File: config.mk
export PLATFORM = sky130hd
export DESIGN_NAME = standard_event_status_group
export DESIGN_NICKNAME = d
export VERILOG_FILES = /design/src/std_event_pkg.sv /design/src/event_latch.sv /design/src/enable_check.sv /design/src/standard_event_status_group.sv
export SDC_FILE = /design/constraint.sdc
export NUM_CORES = 1
export LEC_CHECK = 0
export BUFFER_PORTS_ARGS = -buffer_cell sky130_fd_sc_hd__buf_2
export CAP_MARGIN = 20
export CELL_PAD_IN_SITES_DETAIL_PLACEMENT = 2
export CELL_PAD_IN_SITES_GLOBAL_PLACEMENT = 2
export CORE_MARGIN = 5
export CORE_UTILIZATION = 23
export CTS_CLUSTER_DIAMETER = 150
export CTS_CLUSTER_SIZE = 25
export DETAILED_ROUTE_END_ITERATION = 8
export GPL_TIMING_DRIVEN = 0
export PLACE_DENSITY_LB_ADDON = 0.2
export SETUP_SLACK_MARGIN = 0.05
export SYNTH_ARGS = -nofsm -noshare
export SYNTH_HDL_FRONTEND = slang
export SYNTH_SLANG_ARGS = --single-unit
File: constraint.sdc
create_clock -name clk -period 2.15 [get_ports clk]
set_input_delay 0.1075 -clock clk [delete_from_list [all_inputs] [get_ports clk]]
set_output_delay 0.1075 -clock clk [all_outputs]
set_load 0.02 [all_outputs]
File: src/std_event_pkg.sv
package std_event_pkg;

  // ****************************************
  // event register layout
  // ****************************************
  localparam int EVT_WIDTH      = 16;
  localparam int EVT_USED       = 8;
  localparam int BIT_OP_DONE    = 0;
  localparam int BIT_REQ_CTRL   = 1;
  localparam int BIT_QUERY_ERR  = 2;
  localparam int BIT_DEV_ERR    = 3;
  localparam int BIT_EXEC_ERR   = 4;
  localparam int BIT_CMD_ERR    = 5;
  localparam int BIT_USER_REQ   = 6;
  localparam int BIT_POWER_ON   = 7;
  localparam int STB_SUMMARY    = 5;

  localparam logic [EVT_WIDTH-1:0] EVT_RESET   = 16'h0080;
  localparam logic [7:0]           ENA_RESET   = 8'h00;
  localparam logic [7:0]           UNUSED_MASK = 8'hBF;

  // ****************************************
  // enable write range and error code
  // ****************************************
  localparam int                  ENA_MAX      = 255;
  localparam logic signed [15:0]  ERR_OUT_OF_RANGE = -16'sd222;

  // ****************************************
  // common commands
  // ****************************************
  typedef enum logic [2:0] {
    CMD_NONE,
    CMD_READ_EVENTS,
    CMD_CLEAR_STATUS,
    CMD_READ_ENABLE,
    CMD_WRITE_ENABLE,
    CMD_OP_COMPLETE
  } cmd_t;

endpackage : std_event_pkg

File: src/event_latch.sv
`timescale 1ns/1ps
module event_latch
  import std_event_pkg::*;
#(
  parameter int WIDTH = EVT_USED
) (
  // clock and reset
  input  wire logic             clk,
  input  wire logic             rst,
  // events and clear
  input  wire logic [WIDTH-1:0] setIn,
  input  wire logic             clearAll,
  // state
  output logic      [WIDTH-1:0] flags
);

  logic [WIDTH-1:0] flags_r;

  genvar i;
  generate
    for (i = 0; i < WIDTH; i++) begin : g_bit
      // set wins over clear so an event in the read cycle survives
      always_ff @(posedge clk) begin
        if (rst) begin
          flags_r[i] <= EVT_RESET[i]; // [RL2]
        end else if (setIn[i]) begin
          flags_r[i] <= 1'b1; // [RL15]
        end else if (clearAll) begin
          flags_r[i] <= 1'b0;
        end
      end
    end
  endgenerate

  assign flags = flags_r;

endmodule : event_latch

File: src/enable_check.sv
`timescale 1ns/1ps
module enable_check
  import std_event_pkg::*;
(
  // requested value, signed integer
  input  wire logic signed [31:0] value,
  // result
  output logic                    inRange,
  output logic             [7:0]  mask
);

  assign inRange = (value >= 0) && (value <= ENA_MAX); // [RL13]
  assign mask    = value[7:0];

endmodule : enable_check

File: src/standard_event_status_group.sv
`timescale 1ns/1ps
// Behaviour
// [RL1] event bits 8 to 15 always read zero
// [RL2] bit 7 set after power cycle, until next read
// [RL3] user request bit 6 never set, reads zero
// [RL4] bit 5 set on syntax, semantic or trigger-in-message errors
// [RL5] bit 4 set on out-of-range data or hardware execution fault
// [RL6] bit 3 set on device dependent error such as overrange
// [RL7] bit 2 set on empty-queue read or lost output data
// [RL8] bit 1 set while requesting active controller role
// [RL9] bit 0 set only by operation-complete command when done
// [RL10] event query returns register value 0 to 255
// [RL11] event query clears all event bits
// [RL12] status byte bit 5 is OR of enabled event bits
// [RL13] enable writes outside 0 to 255 rejected with error -222
// [RL14] clear-status command clears event register
// [RL15] event bits stay set until read or cleared
module standard_event_status_group
  import std_event_pkg::*;
(
  // clock and reset
  input  wire logic                   clk,
  input  wire logic                   rst,
  // command port
  input  wire cmd_t                   cmdCode,
  input  wire logic                   cmdValid,
  input  wire logic signed [31:0]     cmdValue,
  // fault conditions, one-cycle or level
  input  wire logic                   syntaxErr,
  input  wire logic                   semanticErr,
  input  wire logic                   triggerInMsg,
  input  wire logic                   dataRangeErr,
  input  wire logic                   hwExecErr,
  input  wire logic                   deviceErr,
  input  wire logic                   emptyQueueRead,
  input  wire logic                   outputLost,
  input  wire logic                   requestControl,
  input  wire logic                   opsPending,
  // response
  output logic                        respValid,
  output logic             [7:0]      respData,
  output logic                        errValid,
  output logic signed      [15:0]     errCode,
  // state
  output logic             [EVT_WIDTH-1:0] eventFlags,
  output logic             [7:0]      enableMask,
  output logic                        statusSummary
);

  // ****************************************
  // command decode
  // ****************************************
  wire logic readEvents  = cmdValid && (cmdCode == CMD_READ_EVENTS);
  wire logic clearStatus = cmdValid && (cmdCode == CMD_CLEAR_STATUS);
  wire logic readEnable  = cmdValid && (cmdCode == CMD_READ_ENABLE);
  wire logic writeEnable = cmdValid && (cmdCode == CMD_WRITE_ENABLE);
  wire logic opcCommand  = cmdValid && (cmdCode == CMD_OP_COMPLETE);

  // ****************************************
  // operation complete tracking
  // ****************************************
  // armed by the command, fires once nothing is pending any more
  logic opcArmed_r;
  logic opcArmed_nxt;
  wire  logic opcFire = (opcArmed_r || opcCommand) && !opsPending; // [RL9]

  assign opcArmed_nxt = opcFire ? 1'b0 : (opcArmed_r || opcCommand);

  always_ff @(posedge clk) begin
    if (rst) begin
      opcArmed_r <= 1'b0;
    end else begin
      opcArmed_r <= opcArmed_nxt;
    end
  end

  // ****************************************
  // event sources
  // ****************************************
  logic                enaInRange;
  logic [7:0]          enaMaskIn;
  logic [EVT_USED-1:0] setVec;

  assign setVec[BIT_OP_DONE]   = opcFire;                              // [RL9]
  assign setVec[BIT_REQ_CTRL]  = requestControl;                       // [RL8]
  assign setVec[BIT_QUERY_ERR] = emptyQueueRead || outputLost;         // [RL7]
  assign setVec[BIT_DEV_ERR]   = deviceErr;                            // [RL6]
  assign setVec[BIT_EXEC_ERR]  = dataRangeErr || hwExecErr ||
                                 (writeEnable && !enaInRange);         // [RL5]
  assign setVec[BIT_CMD_ERR]   = syntaxErr || semanticErr || triggerInMsg; // [RL4]
  assign setVec[BIT_USER_REQ]  = 1'b0;                                 // [RL3]
  assign setVec[BIT_POWER_ON]  = 1'b0;

  // power-on bit comes from the reset value of the latch

  // ****************************************
  // enable range check
  // ****************************************
  enable_check u_check (
    .value   (cmdValue),
    .inRange (enaInRange),
    .mask    (enaMaskIn)
  );

  // ****************************************
  // event latch
  // ****************************************
  logic [EVT_USED-1:0] flags;
  wire  logic          clearEvents = readEvents || clearStatus; // [RL11] [RL14]

  event_latch #(
    .WIDTH (EVT_USED)
  ) u_latch (
    .clk      (clk),
    .rst      (rst),
    .setIn    (setVec),
    .clearAll (clearEvents),
    .flags    (flags)
  );

  // reserved bits tied low, user request masked as well
  assign eventFlags = {{(EVT_WIDTH-EVT_USED){1'b0}}, flags & UNUSED_MASK}; // [RL1] [RL3]

  // ****************************************
  // enable register
  // ****************************************
  logic [7:0] enable_r;
  logic [7:0] enable_nxt;

  assign enable_nxt = (writeEnable && enaInRange) ? enaMaskIn : enable_r; // [RL13]

  always_ff @(posedge clk) begin
    if (rst) begin
      enable_r <= ENA_RESET;
    end else begin
      enable_r <= enable_nxt;
    end
  end

  assign enableMask    = enable_r;
  // summary follows the flags, no extra latency
  assign statusSummary = |(eventFlags[EVT_USED-1:0] & enable_r); // [RL12]

  // ****************************************
  // responses
  // ****************************************
  logic               respValid_r;
  logic [7:0]         respData_r;
  logic               errValid_r;
  logic signed [15:0] errCode_r;

  always_ff @(posedge clk) begin
    if (rst) begin
      respValid_r <= 1'b0;
      respData_r  <= 8'h00;
    end else begin
      respValid_r <= readEvents || readEnable;
      if (readEvents) begin
        respData_r <= eventFlags[EVT_USED-1:0]; // [RL10]
      end else if (readEnable) begin
        respData_r <= enable_r;
      end
    end
  end

  always_ff @(posedge clk) begin
    if (rst) begin
      errValid_r <= 1'b0;
      errCode_r  <= 16'sh0000;
    end else begin
      errValid_r <= writeEnable && !enaInRange; // [RL13]
      if (writeEnable && !enaInRange) begin
        errCode_r <= ERR_OUT_OF_RANGE;
      end
    end
  end

  assign respValid = respValid_r;
  assign respData  = respData_r;
  assign errValid  = errValid_r;
  assign errCode   = errCode_r;

endmodule : standard_event_status_group

==> results of run 1 <==
-- placed cells by master, fill, tap and decap left out --
master     synthesis  final
buf_1              1      1
a2111oi_2          1      1
clkbuf_8           0      3
conb_1             1     15
nand4_1            9      9
buf_4             26     26
o21ai_0            7      7
nand2_2            1      1
nor2_1            13     13
a211oi_1           9      9
nor2b_1            1      1
a41oi_1            1      1
a21o_1             1      1
nand2_1            1      1
and2_1             2      2
a22oi_1            2      2
o21ai_1            1      1
nand2b_1           1      1
nor3b_1            1      1
dfxtp_1           27     27
nand3_1            3      3
buf_6              4      4
a21oi_1           13     13
buf_2              0     82
mux2i_1            7      7
nor4_1             2      2
nor2b_2            1      1
inv_1              2      2
nor4_2             4      4
xor2_2             1      1
clkinv_2           0      1
a222oi_1           1      1
clkbuf_1           2      2
a2bb2oi_1          1      1
o21ai_2            1      1
and4bb_1           1      1
and4_1             1      1
-- worst max-delay path, stage by stage (launching register included) --
cell and delay (ns):
dfxtp_1 0.34, a222oi_1 0.37, nand3_1 0.15, buf_2 0.19
-- metal layers --
metal	vias up	part of all wire, %
met5	-	0
met4	0	0.51
met3	2	8.9
met2	62	47
met1	664	43
li1	704	-
-- kinds of logic after synthesis --
logic type / synth area share (%)
AO/OA/AOI/OAI: 17.7
XOR/XNOR: 1.17
AND/OR/NAND/NOR: 18.3
flip-flops: 38.8
buffers and inverters: 18.6
multiplexers: 5.04
other: 0.270
-- worst min-delay path by stage --
stage | startpoint | end | slack, ns | depth (start not counted)
2_1_floorplan | semanticErr | u_latch.flags[5]$_SDFFE_PP0P_ | 0.22 | 2
3_3_place_gp | requestControl | u_latch.flags[1]$_SDFFE_PP0P_ | 0.32 | 3
3_5_place_dp | requestControl | u_latch.flags[1]$_SDFFE_PP0P_ | 0.33 | 3
4_1_cts | requestControl | u_latch.flags[1]$_SDFFE_PP0P_ | 0.05 | 3
5_1_grt | deviceErr | u_latch.flags[3]$_SDFFE_PP0P_ | 0.06 | 3
6_report | deviceErr | u_latch.flags[3]$_SDFFE_PP0P_ | 0.04 | 3
-- layout make-up --
class	instances	area, um2	area share [%]
plain buffers	33	251	12.6
clock buffers	3	41.3	2.07
clock inverters	1	5.00	0.251
inverters	2	7.51	0.376
multi-input cells	102	644	32.3
flip-flops and latches	27	541	27.1
well taps	75	93.8	4.71
repair buffers	82	410	20.6
-- power by group through the flow --
| stage | Sequential, mW | Combinational (mW) | Clock, mW |
|---|---|---|---|
| after floorplan | 0.561 | 0.113 | 0 |
| after global placement | 0.542 | 0.216 | 0 |
| after detailed placement | 0.543 | 0.219 | 0 |
| after CTS | 0.532 | 0.219 | 0.297 |
| after global routing | 0.535 | 0.238 | 0.314 |
| final | 0.531 | 0.217 | 0.285 |
-- cells in the mapped netlist (all sizes together) --
library cell	n	area [um2]
a2111oi	1	15.0
a211oi	9	67.6
a21o	1	7.51
a21oi	13	65.1
a222oi	1	10.0
a22oi	2	15.0
a2bb2oi	1	8.76
a41oi	1	8.76
and2	2	12.5
and4	1	8.76
and4bb	1	12.5
buf	31	244
clkbuf	2	7.51
conb	1	3.75
dfxtp	27	541
inv	2	7.51
mux2i	7	70.1
nand2	2	10.0
nand2b	1	6.26
nand3	3	15.0
nand4	9	56.3
nor2	13	48.8
nor2b	2	15.0
nor3b	1	7.51
nor4	6	62.6
o21ai	9	48.8
xor2	1	16.3
-- state kept, by name (all words and copies together) (netlist names) --
name	cells
enableMask	8
errCode	1
errValid	1
opcArmed_r	1
respData	8
respValid	1
u_latch.flags	7
-- per-stage QoR --
stage               total power, mW  hold slack, ns
floorplan                     0.674           0.223
global placement              0.758           0.317
detailed placement            0.762           0.328
CTS                            1.05          0.0473
global route                   1.09          0.0629
finish                         1.03          0.0444
==> flow_summary.json, run 1 <==
{
  "grtUsageMet1_pct": 15.5,
  "die_x_um": 87.8,
  "reg2reg_to": "u_latch.flags[0]$_SDFFE_PP0P_",
  "cts_hold_buf": 0,
  "wl_per_cell_um": 14.4,
  "layout.cells.non_filler": 325,
  "fin_tns_setup_ns": 0,
  "ios": 99,
  "cts_tree": "done",
  "hpwl_um": 3990,
  "place_area_mm2": 0.00195,
  "crit_start": "enableMask[3]$_SDFFE_PP0P_",
  "nets": 299,
  "cp_data_arrival_time_ns": 1.32,
  "rrSetupSlack_ns": 1.26,
  "final_util_pct": 33.9,
  "drt_iter0_markers": 46,
  "syn_to_final_growth_pct": 43.3,
  "grt.busiest_layer": "met2",
  "clkLatencyLatePin_ns": 0.27,
  "clk_root_buffer_cell": "clkbuf_8",
  "antenna_found_initial": 0,
  "die_area_mm2": 0.00770,
  "clkTransAtPathRegs_ns": 0.09,
  "num_vias": 1432,
  "place.gp.congestion": 0.660,
  "synth-seq-cells": 27,
  "num_rows": 28,
  "grt_max_degree": 16,
  "switching_share_pct": 28.0,
  "dp_slack_ns": 0.587,
  "numCtsBuffers": 3,
  "ff2ff_path_depth": 3,
  "finalCriticalPeriod_ns": 1.43,
  "seqPwrFrac_pct": 51.4,
  "critPathCapture": "statusSummary",
  "maxSlewHeadroom_pct": 64.4,
  "hold_path.class": "input pin to flop",
  "firstDrtPassIters": 4,
  "syn-cell-area_mm2": 0.00139,
  "drive_above_1_share_pct": 50.0,
  "antenna_left": 0,
  "cts_setup_buffers": 0,
  "setup_viol": 0,
  "r2r_start": "opcArmed_r$_SDFF_PP0_",
  "p_int_mw": 0.744,
  "fin_ws_ns": 0.720,
  "status": "finished, final reports clean",
  "drcViolationCount": 0,
  "die_height_um": 87.8,
  "viasPerCell": 4.41,
  "cts_htree_levels": 1,
  "rsz0062_at_grt": "no",
  "vdd_drop_max_uv": 171,
  "finalClockSkew_ns": 0.00289,
  "yosysWarnings": 0,
  "grt_pass1_wl_um": 7490,
  "pwr-share-clk_pct": 27.6,
  "antenna_cells": 0,
  "pwr-share-comb_pct": 21.0,
  "ys_types": 34,
  "clock_sinks": 27,
  "met3_usage_pct": 3.10,
  "track_usage_pct": 12.1,
  "clock.fmax_mhz": 699,
  "fillCellCount": 727,
  "synth_seq_area_share_pct": 38.8,
  "slew_viol_final": 0,
  "finalInstanceArea_mm2": 0.00199,
  "syn_inst": 150,
  "setup.worst_path.end_class": "output port",
  "finalHoldViolations": 0,
  "cap_viol_max_count": 0,
  "start_kind": "flop",
  "power.density_mw_per_mm2": 518,
  "grtUsageMet2_pct": 20.6,
  "cp.required_ns": 2.04,
  "ctsResizeCount": 0,
  "coreArea_mm2": 0.00589,
  "p_sw_mw": 0.289,
  "crit_path_max_fanout": 4,
  "avgSynthCellArea_um2": 9.28,
  "grt_remaining_overflow": 0,
  "finalCritPeriodShare_pct": 66.5,
  "io_buffers": 82,
  "leakagePower_nw": 0.979,
  "drt-total-wl_um": 4670,
  "start_util_pct": 23.6,
  "cts_buffer_depth": 2,
  "dp.cells": 321,
  "grt_pass1_vias": 1565,
  "worstMarginPinSlew_ns": 0.534,
  "crit_type": "flop to output port"
}
Power figures use the tool's default switching activity.
==> run 2, diff against run 1 <==
CORE_UTILIZATION = 19   (was 23)
clock period = 1.25 ns   (was 2.15 ns; I/O delays follow)
==> run 2 against run 1 <==
Effect of this change: the flow now finishes with violations (setup timing); sequential share of layout area down 1.0 points; register-to-register slack lost 0.89 ns; cell count increased by 8.9%; clock power rose by 73%; via count up 1.3%; setup slack worse by 0.91 ns; non-clock buffer count grew 5; hold slack lost 0.039 ns; global-route usage is 0.76 points lower; critical path type unchanged; critical endpoint unchanged; largest power group unchanged.
==> flow_summary.json, run 2 (synthesized netlist as in run 1, its figures left out) <==
{
  "maxSlewHeadroom_pct": 66.1,
  "grt_pass1_vias": 1569,
  "pwr-share-comb_pct": 21.5,
  "ios": 99,
  "layout.cells.non_filler": 354,
  "power.density_mw_per_mm2": 858,
  "rsz0062_at_grt": "yes",
  "seqPwrFrac_pct": 50.9,
  "clkLatencyLatePin_ns": 0.27,
  "status": "finished with violations",
  "firstDrtPassIters": 4,
  "violations": "setup timing",
  "clock_sinks": 27,
  "die_x_um": 95.6,
  "drcViolationCount": 0,
  "total_power_mw": 1.80,
  "dp.cells": 345,
  "fin_ws_ns": -0.193,
  "num_vias": 1450,
  "p_sw_mw": 0.505,
  "leakagePower_nw": 1.00,
  "finalInstanceArea_mm2": 0.00209,
  "track_usage_pct": 11.4,
  "viasPerCell": 4.10,
  "wl_per_cell_um": 14.5,
  "cp_cell_sequence": "a222oi_1, nand3_1, buf_6",
  "fin_tns_setup_ns": -0.193,
  "grt_max_degree": 15,
  "place.gp.congestion": 0.713,
  "clk_root_buffer_cell": "clkbuf_8",
  "coreArea_mm2": 0.00718,
  "finalCriticalPeriod_ns": 1.44,
  "syn_to_final_growth_pct": 50.4,
  "p_int_mw": 1.29,
  "finalClockSkew_ns": 0.00179,
  "final_cell_mix": "buf_2, buf_4, dfxtp_1",
  "final_common_cell": "buf_2",
  "start_kind": "flop",
  "antenna_cells": 0,
  "slew_viol_final": 0,
  "hpwl_um": 4340,
  "pwr-share-clk_pct": 27.5,
  "worstMarginPinSlew_ns": 0.508,
  "antenna_left": 0,
  "clock.fmax_mhz": 693,
  "cp.required_ns": 1.19,
  "setup.worst_path.end_class": "output port",
  "drt_iter0_markers": 27,
  "numCtsBuffers": 3,
  "nets": 304,
  "cts_buffer_depth": 2,
  "clkTransAtPathRegs_ns": 0.09,
  "start_util_pct": 19.4,
  "die_height_um": 95.6,
  "finalCritPeriodShare_pct": 115,
  "drt-total-wl_um": 5120,
  "cts_tree": "done",
  "drive_above_1_share_pct": 52.9,
  "hold_path.class": "input pin to flop",
  "finalHoldViolations": 0,
  "fin_hold_ws_ns": 0.00530,
  "grt_remaining_overflow": 0,
  "cap_viol_max_count": 0,
  "cts_htree_levels": 1,
  "slowest_delay_ns": 0.42,
  "vdd_drop_max_uv": 274,
  "crit_slowest_cell": "a222oi_1",
  "setup_viol": 1,
  "io_buffers": 82,
  "crit_type": "flop to output port",
  "die_area_mm2": 0.00913,
  "grt_pass1_wl_um": 7980,
  "cp_data_arrival_time_ns": 1.38,
  "crit_path_max_fanout": 2,
  "switching_share_pct": 28.1,
  "num_rows": 31,
  "place_area_mm2": 0.00198,
  "antenna_found_initial": 0
}
-- run 2: cell count changes in the layout (fill, tap and decap cells not counted), sizes merged --
cell / delta
buf: +4
clkinv: -1
clkbuf: +1
dlygate4sd3: +1
-- run 2: worst paths after layout --
check                                                   start                       endpoint  slack, ns  depth (start not counted)
worst max-delay path            u_latch.flags[3]$_SDFFE_PP0P_                  statusSummary      -0.19                          3
worst min register to register       respData[6]$_SDFFE_PP0P_       respData[6]$_SDFFE_PP0P_       0.48                          2
worst min-delay path                               outputLost  u_latch.flags[2]$_SDFFE_PP0P_      0.005                          3
worst max register to register          opcArmed_r$_SDFF_PP0_  u_latch.flags[0]$_SDFFE_PP0P_       0.37                          3
-- run 2: metrics by stage --
step,setup slack [ns],util [%]
floorplan,0.213,-
global placement,-0.290,27.6
detailed placement,-0.337,27.6
CTS,-0.207,28.9
global route,-0.261,29.2
finish,-0.193,29.2
-- run 2: power by group through the flow --
stage          Sequential (mW)  Combinational (mW)  Clock [mW]
2_1_floorplan            0.964               0.195           0
3_3_place_gp             0.935               0.373           0
3_5_place_dp             0.936               0.379           0
4_1_cts                  0.915               0.387       0.511
5_1_grt                  0.921               0.425       0.555
6_report                 0.915               0.387       0.494
-- run 2: per-layer routing --
layer	share of wire [%]	track usage, %	vias to the layer above
met3	7.6	3.31	2
met5	0	0	-
met4	0.45	2.84	0
met1	42	14.0	684
met2	50	19.5	49
li1	-	-	715
-- run 2: repair_timing --
item	CTS	global route
setup buffers	4	0
resized for setup	5	4
endpoints found under the setup margin	15	8
pin swaps	3	0
hold endpoints to repair	1	0
hold buffers	1	0
-- run 2: final cells by class --
cell class	count	area (um2)
Tap cell	99	124
Buffer	33	251
Timing Repair Buffer	87	457
Multi-Input combinational cell	102	662
Sequential cell	27	546
Clock buffer	4	45.0
Inverter	2	7.51
Fill cell	854	5080
-- run 2: worst max-delay path: cells and delay by family, from the launching register on --
family,cells,cell delay [ns]
buffers and inverters,1,0.17
AOI/OAI and AO/OA,1,0.42
and+or+nand+nor,1,0.19
DFF,1,0.34
